[src/common/spcg_pkg.sv]
`default_nettype none
package spcg_pkg;

  ////////////////////////////////////////////////////////////////////////////
  // Widths and counts
  localparam int BAUD_W = 12;
  localparam int DATA_W = 8;
  localparam int RX_LEVELS = 2;
  localparam int FACTOR_NORMAL = 16;
  localparam int FACTOR_DOUBLE = 8;
  localparam int FACTOR_SYNC = 2;

  // Last prescaler / recovery state for each mode
  localparam logic [3:0] LIMIT_NORMAL = 4'(FACTOR_NORMAL - 1);
  localparam logic [3:0] LIMIT_DOUBLE = 4'(FACTOR_DOUBLE - 1);
  localparam logic [3:0] LIMIT_SYNC = 4'(FACTOR_SYNC - 1);

  // Frame lengths: start + data (+ parity) + stop
  localparam logic [3:0] FRAME_BITS_PLAIN = 4'hA;
  localparam logic [3:0] FRAME_BITS_PARITY = 4'hB;
  // Bits collected by the receiver before the stop bit
  localparam logic [3:0] RX_BITS_PLAIN = 4'h8;
  localparam logic [3:0] RX_BITS_PARITY = 4'h9;

  localparam logic XCK_IDLE = 1'b0;

  ////////////////////////////////////////////////////////////////////////////
  // Types
  typedef enum logic [1:0] {
    SPCG_ASYNC_NORMAL = 2'h0,
    SPCG_ASYNC_DOUBLE = 2'h1,
    SPCG_SYNC_MASTER = 2'h3,
    SPCG_SYNC_SLAVE = 2'h2
  } spcg_mode_t;

  typedef enum logic {
    SPCG_TX_IDLE = 1'b0,
    SPCG_TX_SHIFT = 1'b1
  } spcg_tx_state_t;

  typedef enum logic [1:0] {
    SPCG_RX_IDLE = 2'h0,
    SPCG_RX_START = 2'h1,
    SPCG_RX_DATA = 2'h3,
    SPCG_RX_STOP = 2'h2
  } spcg_rx_state_t;

  typedef struct packed {
    logic syncModeSelect;
    logic doubleSpeedBit;
    logic xferClockPinDirection;
    logic syncClockPolarity;
    logic parityEnable;
    logic parityOdd;
  } spcg_cfg_t;

  typedef struct packed {
    logic [DATA_W-1:0] data;
    logic frameError;
    logic parityError;
    logic overrun;
  } spcg_rx_word_t;

  typedef struct packed {
    logic [BAUD_W-1:0] count;
  } spcg_baud_state_t;

  typedef struct packed {
    logic [1:0] rxPinSync;
    logic [1:0] xckSync;
    logic xckPrev;
    logic xckOut;
    logic [3:0] preCount;
    spcg_tx_state_t txState;
    logic txBufFull;
    logic [DATA_W-1:0] txBuf;
    logic [DATA_W+1:0] txShift;
    logic [3:0] txBits;
    logic txLineLow;
    logic txFrameDone;
    spcg_rx_state_t rxState;
    logic [3:0] rxCount;
    logic [3:0] rxBits;
    logic [DATA_W:0] rxShift;
    logic [1:0] rxLevel;
    spcg_rx_word_t [RX_LEVELS-1:0] rxBuf;
  } spcg_state_t;

  localparam spcg_baud_state_t SPCG_BAUD_RESET = '0;
  // All-zero state leaves the line idle high, since the line is stored inverted
  localparam spcg_state_t SPCG_STATE_RESET = '0;

  ////////////////////////////////////////////////////////////////////////////
  // Decoders
  function automatic spcg_mode_t spcg_mode_of(spcg_cfg_t c);
    if (!c.syncModeSelect) begin
      return c.doubleSpeedBit ? SPCG_ASYNC_DOUBLE : SPCG_ASYNC_NORMAL;
    end
    return c.xferClockPinDirection ? SPCG_SYNC_MASTER : SPCG_SYNC_SLAVE;
  endfunction

  function automatic logic [3:0] spcg_limit_of(spcg_mode_t m);
    unique case (m)
      SPCG_ASYNC_NORMAL: return LIMIT_NORMAL;
      SPCG_ASYNC_DOUBLE: return LIMIT_DOUBLE;
      SPCG_SYNC_MASTER: return LIMIT_SYNC;
      SPCG_SYNC_SLAVE: return LIMIT_SYNC;
    endcase
  endfunction

endpackage
`default_nettype wire

[src/logic/spcg_serial_port.sv]
// Function
// - Four clock modes: normal async, double async, sync master, sync slave.
// - In sync mode the clock pin direction picks master or slave clock.
// - Transfer clock pin is idle and undriven in asynchronous modes.
// - Baud counter reloads at zero and on a low divisor byte write.
// - One generator tick per counter zero, rate system clock over divisor+1.
// - Transmitter divides generator ticks by 16, 8 or 2 for bit timing.
// - Receiver recovery uses ticks directly with 16 or 8 states; sync modes sample on the clock edge.
// - Baud generator serves async and master modes, never slave mode.
// - Divisor is twelve bits, high nibble joined to low byte.
// - Bit rate is system clock over factor times divisor plus one.
// - Double speed halves the divider and the receiver samples per bit.
// - Slave clock passes a synchroniser then an edge detector.
// - Synchroniser and edge detector add two system clocks of latency.
// - Sync data sampled on the edge opposite to the change edge.
// - Polarity low: change rising, sample falling; high: the reverse.
// - One-entry transmit buffer lets frames follow with no gap.
// - Two-level receive buffer with frame, overrun and parity error flags.
`timescale 1ns/10ps
`default_nettype none
module spcg_serial_port (
  input wire logic mclk,
  input wire logic rstn,
  input wire logic powerReduce,
  input wire spcg_pkg::spcg_cfg_t cfg,
  input wire logic [spcg_pkg::BAUD_W-9:0] baudDivisorHigh,
  input wire logic [7:0] baudDivisorLow,
  input wire logic baudLowWrite,
  input wire logic [spcg_pkg::DATA_W-1:0] txData,
  input wire logic txWrite,
  output logic txBufferEmpty,
  output logic txFrameDone,
  output spcg_pkg::spcg_rx_word_t rxWord,
  output logic rxValid,
  input wire logic rxRead,
  input wire logic serialRxPin,
  output logic serialTxPin,
  input wire logic transferClockPinIn,
  output logic transferClockPinOut,
  output logic transferClockPinOen
);
  import spcg_pkg::*;

  ////////////////////////////////////////////////////////////////////////////
  // Elaboration checks

  // Level counter and buffer index are sized for two entries
  if (RX_LEVELS != 2) begin : gBadLevels
    $error("spcg_serial_port: receive buffer logic serves two levels only");
  end

  // Frame bit counts are fixed for eight data bits
  if (DATA_W != 8) begin : gBadData
    $error("spcg_serial_port: frame logic serves eight data bits only");
  end

  // High divisor port takes the bits above the low byte
  if (BAUD_W <= 8) begin : gBadBaud
    $error("spcg_serial_port: divisor must be wider than the low byte");
  end

  // Prescaler and recovery counter are four bits wide
  if (FACTOR_NORMAL > 16 || FACTOR_SYNC < 2) begin : gBadFactor
    $error("spcg_serial_port: mode factors must lie between 2 and 16");
  end

  ////////////////////////////////////////////////////////////////////////////
  // State and decode

  spcg_state_t st;
  spcg_state_t next_st;

  spcg_mode_t mode;
  logic isSync;
  logic isMaster;
  logic [3:0] limit;
  logic [3:0] half;
  logic baudEnable;
  logic baudTick;
  logic [BAUD_W-1:0] divisor;
  logic masterRise;
  logic masterFall;
  logic slaveRise;
  logic slaveFall;
  logic xckRise;
  logic xckFall;
  logic changeEdge;
  logic sampleEdge;
  logic asyncBitTick;
  logic txBitTick;
  logic rxSampleHit;
  logic rxPin;
  logic [3:0] txFrameBits;
  logic [3:0] rxDataBits;
  logic [DATA_W-1:0] rxGotData;
  logic rxGotParity;
  logic txParity;

  assign mode = spcg_mode_of(cfg);
  assign isSync = cfg.syncModeSelect;
  assign isMaster = (mode == SPCG_SYNC_MASTER);
  assign limit = spcg_limit_of(mode);
  assign half = limit >> 1;

  // Slave mode leaves the generator parked in reload
  assign baudEnable = ~powerReduce & (mode != SPCG_SYNC_SLAVE);
  assign divisor = {baudDivisorHigh, baudDivisorLow};

  ////////////////////////////////////////////////////////////////////////////
  // Baud rate generator

  spcg_baud_gen #(
    .BaudWidth(BAUD_W)
  ) uBaud (
    .mclk(mclk),
    .rstn(rstn),
    .enable(baudEnable),
    .reload(baudLowWrite),
    .divisor(divisor),
    .tick(baudTick)
  );

  ////////////////////////////////////////////////////////////////////////////
  // Transfer clock edges

  // Master clock toggles on every generator tick, giving the divide by 2
  assign masterRise = isMaster & baudTick & ~st.xckOut;
  assign masterFall = isMaster & baudTick & st.xckOut;

  // Edge detector reads only the second synchroniser stage
  assign slaveRise = st.xckSync[1] & ~st.xckPrev;
  assign slaveFall = ~st.xckSync[1] & st.xckPrev;

  assign xckRise = isMaster ? masterRise : (isSync & slaveRise);
  assign xckFall = isMaster ? masterFall : (isSync & slaveFall);

  assign changeEdge = cfg.syncClockPolarity ? xckFall : xckRise;
  assign sampleEdge = cfg.syncClockPolarity ? xckRise : xckFall;

  ////////////////////////////////////////////////////////////////////////////
  // Bit timing

  // Asynchronous bit every 16 or 8 generator ticks
  assign asyncBitTick = ~isSync & baudTick & (st.preCount == limit);
  assign txBitTick = isSync ? changeEdge : asyncBitTick;

  // Recovery samples in the middle state of each bit period
  assign rxSampleHit = isSync ? sampleEdge : (baudTick & (st.rxCount == half));

  // Stored inverted so the all-zero reset state reads as an idle line, no false start
  assign rxPin = ~st.rxPinSync[1];

  assign txFrameBits = cfg.parityEnable ? FRAME_BITS_PARITY : FRAME_BITS_PLAIN;
  assign rxDataBits = cfg.parityEnable ? RX_BITS_PARITY : RX_BITS_PLAIN;
  assign txParity = (^st.txBuf) ^ cfg.parityOdd;

  // Without parity the data ends one place higher in the collector
  assign rxGotData = cfg.parityEnable ? st.rxShift[DATA_W-1:0] : st.rxShift[DATA_W:1];
  assign rxGotParity = st.rxShift[DATA_W];

  ////////////////////////////////////////////////////////////////////////////
  // Next state

  always_comb begin
    logic txLoad;
    logic [1:0] level;
    spcg_rx_word_t word;
    txLoad = 1'b0;
    level = st.rxLevel;
    word = '0;

    next_st = st;
    // Synchroniser carries the inverted pin
    next_st.rxPinSync = {st.rxPinSync[0], ~serialRxPin};
    next_st.xckSync = {st.xckSync[0], transferClockPinIn};
    next_st.xckPrev = st.xckSync[1];
    next_st.txFrameDone = 1'b0;

    // Master clock output; pin stays quiet otherwise
    if (!isMaster) begin
      next_st.xckOut = XCK_IDLE;
    end else if (baudTick) begin
      next_st.xckOut = ~st.xckOut;
    end

    // Prescaler for asynchronous transmit bit timing
    if (isSync) begin
      next_st.preCount = '0;
    end else if (baudTick) begin
      if (st.preCount == limit) begin
        next_st.preCount = '0;
      end else begin
        next_st.preCount = st.preCount + 4'h1;
      end
    end

    //////////////////////////////////////////////////////////////////////////
    // Transmitter

    unique case (st.txState)
      SPCG_TX_IDLE: begin
        next_st.txLineLow = 1'b0;
        if (txBitTick && st.txBufFull) begin
          txLoad = 1'b1;
        end
      end
      SPCG_TX_SHIFT: begin
        if (txBitTick) begin
          if (st.txBits == txFrameBits) begin
            next_st.txFrameDone = 1'b1;
            if (st.txBufFull) begin
              // Back-to-back frame: start bit follows the stop bit directly
              txLoad = 1'b1;
            end else begin
              next_st.txState = SPCG_TX_IDLE;
              next_st.txLineLow = 1'b0;
            end
          end else begin
            next_st.txLineLow = ~st.txShift[0];
            next_st.txShift = {1'b1, st.txShift[DATA_W+1:1]};
            next_st.txBits = st.txBits + 4'h1;
          end
        end
      end
    endcase

    if (txLoad) begin
      next_st.txState = SPCG_TX_SHIFT;
      next_st.txLineLow = 1'b1;
      next_st.txBits = 4'h1;
      next_st.txShift = {1'b1, cfg.parityEnable ? txParity : 1'b1, st.txBuf};
      next_st.txBufFull = 1'b0;
    end

    // A write in the cycle the buffer empties is kept
    if (txWrite && (!st.txBufFull || txLoad)) begin
      next_st.txBufFull = 1'b1;
      next_st.txBuf = txData;
    end

    //////////////////////////////////////////////////////////////////////////
    // Receiver

    if (st.rxState == SPCG_RX_IDLE || isSync) begin
      next_st.rxCount = '0;
    end else if (baudTick) begin
      if (st.rxCount == limit) begin
        next_st.rxCount = '0;
      end else begin
        next_st.rxCount = st.rxCount + 4'h1;
      end
    end

    unique case (st.rxState)
      SPCG_RX_IDLE: begin
        if (isSync) begin
          if (sampleEdge && !rxPin) begin
            next_st.rxState = SPCG_RX_DATA;
            next_st.rxBits = '0;
          end
        end else if (!rxPin) begin
          next_st.rxState = SPCG_RX_START;
        end
      end
      SPCG_RX_START: begin
        if (rxSampleHit) begin
          // A start bit gone high by mid-bit was noise
          next_st.rxState = rxPin ? SPCG_RX_IDLE : SPCG_RX_DATA;
          next_st.rxBits = '0;
        end
      end
      SPCG_RX_DATA: begin
        if (rxSampleHit) begin
          next_st.rxShift = {rxPin, st.rxShift[DATA_W:1]};
          next_st.rxBits = st.rxBits + 4'h1;
          if (st.rxBits + 4'h1 == rxDataBits) begin
            next_st.rxState = SPCG_RX_STOP;
          end
        end
      end
      SPCG_RX_STOP: begin
        if (rxSampleHit) begin
          next_st.rxState = SPCG_RX_IDLE;
        end
      end
    endcase

    //////////////////////////////////////////////////////////////////////////
    // Receive buffer

    if (rxRead && st.rxLevel != 2'h0) begin
      next_st.rxBuf[0] = st.rxBuf[1];
      next_st.rxBuf[1] = '0;
      level = st.rxLevel - 2'h1;
    end

    // Only the first stop bit is checked
    if (st.rxState == SPCG_RX_STOP && rxSampleHit) begin
      word.data = rxGotData;
      word.frameError = ~rxPin;
      word.parityError = cfg.parityEnable & (rxGotParity ^ (^rxGotData) ^ cfg.parityOdd);
      word.overrun = 1'b0;
      if (level < 2'(RX_LEVELS)) begin
        next_st.rxBuf[level[0]] = word;
        level = level + 2'h1;
      end else begin
        // Buffer full: the new character is lost and the newest entry says so
        next_st.rxBuf[1].overrun = 1'b1;
      end
    end
    next_st.rxLevel = level;

    // Powered-down port holds its reset state
    if (powerReduce) begin
      next_st = SPCG_STATE_RESET;
    end
  end

  always_ff @(posedge mclk or negedge rstn) begin
    if (!rstn) begin
      st <= SPCG_STATE_RESET;
    end else begin
      st <= next_st;
    end
  end

  ////////////////////////////////////////////////////////////////////////////
  // Outputs

  assign serialTxPin = ~st.txLineLow;
  assign transferClockPinOut = st.xckOut;
  assign transferClockPinOen = ~isMaster;
  assign txBufferEmpty = ~st.txBufFull;
  assign txFrameDone = st.txFrameDone;
  assign rxWord = st.rxBuf[0];
  assign rxValid = (st.rxLevel != 2'h0);

endmodule
`default_nettype wire

[src/logic/spcg_baud_gen.sv]
`timescale 1ns/10ps
`default_nettype none
module spcg_baud_gen #(
  parameter int BaudWidth = spcg_pkg::BAUD_W
) (
  input wire logic mclk,
  input wire logic rstn,
  input wire logic enable,
  input wire logic reload,
  input wire logic [BaudWidth-1:0] divisor,
  output logic tick
);
  import spcg_pkg::*;

  if (BaudWidth != BAUD_W) begin : gBadWidth
    $error("spcg_baud_gen: counter width must match the divisor width");
  end

  spcg_baud_state_t st;
  spcg_baud_state_t next_st;

  // One tick per divisor+1 system clocks
  assign tick = enable & (st.count == '0);

  always_comb begin
    next_st = st;
    if (!enable || reload || st.count == '0) begin
      // Held loaded while unused so the first tick after enable is a full period
      next_st.count = divisor;
    end else begin
      next_st.count = st.count - 12'h001;
    end
  end

  always_ff @(posedge mclk or negedge rstn) begin
    if (!rstn) begin
      st <= SPCG_BAUD_RESET;
    end else begin
      st <= next_st;
    end
  end

endmodule
`default_nettype wire

[config.mk]
export PLATFORM = sky130hd
export DESIGN_NAME = spcg_serial_port
export DESIGN_NICKNAME = d
export VERILOG_FILES = /design/src/common/spcg_pkg.sv /design/src/logic/spcg_serial_port.sv /design/src/logic/spcg_baud_gen.sv
export SDC_FILE = /design/constraint.sdc
export NUM_CORES = 1
export LEC_CHECK = 0
export BUFFER_PORTS_ARGS = -buffer_cell sky130_fd_sc_hd__buf_2
export CAP_MARGIN = 5
export CORE_MARGIN = 8
export CORE_UTILIZATION = 32
export CTS_BUF_LIST = sky130_fd_sc_hd__clkbuf_8
export DETAILED_ROUTE_END_ITERATION = 8
export GPL_TIMING_DRIVEN = 0
export HOLD_SLACK_MARGIN = 0.06
export SKIP_LAST_GASP = 1
export SYNTH_ARGS = -nofsm -noshare
export SYNTH_HDL_FRONTEND = slang
export SYNTH_SLANG_ARGS = --single-unit
[constraint.sdc]
create_clock -name mclk -period 4.6 [get_ports mclk]
set_clock_uncertainty 0.1 [all_clocks]
set_input_delay 0.23 -clock mclk [delete_from_list [all_inputs] [get_ports mclk]]
set_output_delay 0.23 -clock mclk [all_outputs]
set_load 0.005 [all_outputs]
==> metrics.md <==
| Metric | Value |
|---|---|
| Status | `completed` |
| Post-route DRC | `0` |
| Fin Hold WS | `approximately 0.11 ns` |
| Hold Crit Class | `input pin to register` |
| Async SR Flop Fraction | `1.00` |
| Die ar. | `approximately 0.021 mm²` |
| First-pass GRT wire length | `around 22000 µm` |
| I/O pins | `about 50` |
| Inst Count DP | `between 800 and 900` |
| Die height | `roughly 150 µm` |
| Clk_lat worst skew | `~0.37 ns` |
| Ys flop type | `dfrtp_1` |
| Cells after Synth | `~540` |
| Hold path endpoint | `transferClockPinOut` |
| Yosys reg bits | `91` |
| Final Hold Viols | `0` |
| FP Rows | `47` |
| CTS H-Tree Depth | `3` |
| Input/output buffers | `49` |
| Sequential-to-total area share from yosys stat | `0.428` |
| Final critical-path setup slack | `~1.5 ns` |
| Top Family by Delay on Critical Path | `simple AND/OR/NAND/NOR gates` |
| P&R area growth vs syn | `18.0%` |
| Setup TNS Final | `0 ns` |
| Commonest cells after routing, fill and taps aside | `91 x dfrtp_1, 54 x nand2_1, 50 x buf_2` |
| Compound-cell area share of the yosys netlist | `0.153` |
| Final non-filler cell area | `between 0.006 and 0.007 mm²` |
| Post-Syn Area | `approximately 0.0053 mm²` |
| Fraction of final layout cells sized beyond drive strength 1 | `0.164` |
| Fin util | `0.383` |
| Tmin final | `between 3 and 4 ns` |
| Mux cell area share after synthesis | `0.120` |
| Worst Path Buf+Inv | `3` |
| RSZ-0062 raised after global routing | `false` |
| Worst r2r path cells | `9` |
| Worst-path cell chain | `inv_1 -> ha_1 -> or4b_4 -> or3_4 -> buf_6 -> a21oi_1 -> o211ai_1 -> buf_4 -> mux2_1` |
| Overall Global Routing Usage | `0.128` |
| Maximum clock rate | `322 MHz` |
| Cts bufs inserted | `9` |
| YS warnings | `0` |
| Commonest non-fill, non-tap cell in the layout | `dfrtp_1` |
| Vias in the first global route | `approximately 4500` |
| Post-synth EDFFs | `0` |
| Post-Synth XOR/XNOR Area | `0.0611` |
| Maximum clock insertion buffer count | `2` |
| Antenna cells | `0` |
| Post-layout nets | `approximately 670` |
| Arrival @ worst endpoint | `3.25 ns` |
| Pwr Density | `about 250 mW/mm²` |
| Leak | `2.82 nW` |
| Post-Synth Simple-Gate Area | `0.165` |
| Dpl hpwl | `slightly below 10000 µm` |
| Critical path class | `register to register` |
| GP Congestion | `~0.85` |
| Reg2Reg Setup Slack | `1.49 ns` |
| Post-synth cell types | `70` |
| Final setup viols | `0` |
| Max stage delay on crit path | `around 0.47 ns` |
| Startpoint Class | `register` |
| Syn Nets | `between 500 and 600` |
| CTS tree | `yes` |
| Post_cts resized | `0` |
| Post-Layout Cell Count | `roughly 850` |
| Placed cell area | `a little under 0.006 mm²` |
| Power, Total | `~1.6 mW` |
| Worst-margin pin slew | `around 0.8 ns` |
| Maximum VDD drop | `between 0.0001 and 0.00015 V` |
| DR pass1 iterations | `4` |
| Largest net degree at the start of global routing | `just over 60` |
| Worst hold stages | `3` |
| Rel. slew slack | `0.457` |
| Fillers | `around 1600` |
| Final Max Slew Viols | `0` |
| Min-delay src | `cfg[3]` |
| Post-route ant nets | `0` |
| CP Capture Type | `register` |
| Initial Util | `0.325` |
| DRT iter0 DRCs | `roughly 270` |
| Final period util | `0.676` |
| Core area | `~0.016 mm²` |
| Pre-CTS setup slack | `roughly 1.5 ns` |
| Critical-path top delay cell | `or4b_4` |
| Clk sinks | `91` |
| Reg clk slew, reported paths | `~0.090 ns` |
| Routed WL | `between 10000 and 15000 µm` |
| Die W | `145 µm` |
| Max-cap violations | `0` |
| Total global routing overflow | `0` |
| Req. time, crit path | `4.74 ns` |
| Drt via density | `5.05` |
| Adder-cell share of the synthesized area | `0.0188` |
| Avg Inst Size Synth | `around 9.8 µm²` |
| Initial antenna violation count | `0` |
| Root Buffer | `clkbuf_8` |
| Worst R2R Start | `uBaud.st[0]` |
| Max Fanout on Critical Path | `10` |
| Vias | `4283` |
| Main combinational cell family by area after synthesis | `simple AND/OR/NAND/NOR gates` |
| RR Endpoint | `rxWord[10]` |
| Wire per inst | `about 16 µm` |
[worst register-to-register path, cell delays in order (launching register included)]
cell,delay (ns)
dfrtp_1,0.39
inv_1,0.12
ha_1,0.15
or4b_4,0.47
or3_4,0.41
buf_6,0.15
a21oi_1,0.44
o211ai_1,0.20
buf_4,0.23
mux2_1,0.32
[registers in the layout, indices dropped and copies added, names as in the netlist]
register,cells
st,65
uBaud.st,12
rxWord,11
rxGotParity,1
transferClockPinOut,1
txFrameDone,1
[cell usage after synthesis, types with 3 or more instances]
cell / instances / area share
clkbuf_1: 23 / 0.016
mux2_2: 8 / 0.017
o2111ai_1: 5 / 0.0082
a31o_2: 4 / 0.0066
nor2b_1: 10 / 0.012
xnor2_1: 27 / 0.044
nand4_1: 3 / 0.0035
a31o_1: 5 / 0.0082
o21ai_0: 10 / 0.0094
ha_1: 8 / 0.019
nand3_1: 15 / 0.014
a2111oi_0: 9 / 0.015
a221o_1: 3 / 0.0056
mux2i_1: 49 / 0.092
o31ai_1: 5 / 0.0070
and2_1: 4 / 0.0047
a22o_1: 3 / 0.0049
or3_1: 3 / 0.0035
xor2_1: 5 / 0.0082
nor2_1: 46 / 0.032
buf_1: 4 / 0.0028
and3_1: 6 / 0.0070
nand2_1: 54 / 0.038
dfrtp_1: 91 / 0.43
o2bb2ai_1: 3 / 0.0049
a31oi_1: 4 / 0.0047
buf_4: 12 / 0.017
and3b_1: 3 / 0.0049
nor4b_1: 3 / 0.0049
a21oi_1: 25 / 0.023
nor3_1: 6 / 0.0056
mux2_1: 5 / 0.011
o211ai_1: 3 / 0.0042
a21o_1: 4 / 0.0056
a211oi_1: 4 / 0.0056
inv_1: 18 / 0.013
nor4_1: 5 / 0.0059
[where the power goes]
group          internal [mW]  switching, mW  total (mW)
clock network          0.240          0.274       0.514
registers              0.818         0.0170       0.835
logic                 0.0972          0.134       0.231
total                   1.16          0.425        1.58
[cells by family (layout without fill, tap and decap cells)]
| family | count (synthesis) | after routing |
|---|---|---|
| buf+inv | 61 | 148 |
| simple gates | 176 | 176 |
| fa+ha+maj | 8 | 8 |
| compound gates | 109 | 109 |
| mux | 62 | 62 |
| xor+xnor | 34 | 34 |
| flops | 91 | 91 |
[area by class of cell]
class,count,area [µm²],share of cell area
multi-input cells,389,2760,0.439
flip-flops and latches,91,2280,0.362
repair buffers,74,515,0.0820
well taps,220,275,0.0438
plain buffers,43,224,0.0356
clock buffers,9,124,0.0197
inverters,18,67.6,0.0107
clock inverters,4,45.0,0.00717
[metal layers]
layer,wire length (µm),track usage,vias to the layer above
met5,0,0,-
met4,208,0.0479,0
met3,626,0.0323,14
met2,6320,0.210,87
met1,6010,0.159,2078
li1,-,-,2104
[worst max path at each step]
| stage | from | to | slack, ns | cells past startpoint |
|---|---|---|---|---|
| floorplan | uBaud.st[0] | rxWord[10] | 1.84 | 9 |
| global placement | uBaud.st[0] | rxWord[10] | 1.55 | 9 |
| detailed placement | uBaud.st[0] | rxWord[5] | 1.52 | 9 |
| CTS | uBaud.st[0] | rxWord[10] | 1.49 | 9 |
| global route | uBaud.st[0] | rxWord[10] | 1.32 | 9 |
| finish | uBaud.st[0] | rxWord[10] | 1.49 | 9 |
[repair_timing]
item                      4_1_cts  5_1_grt
setup buffers                   0        0
hold endpoints to repair       53        0
hold buffers                   24        0
No activity file was read; power rests on OpenSTA's default activity.
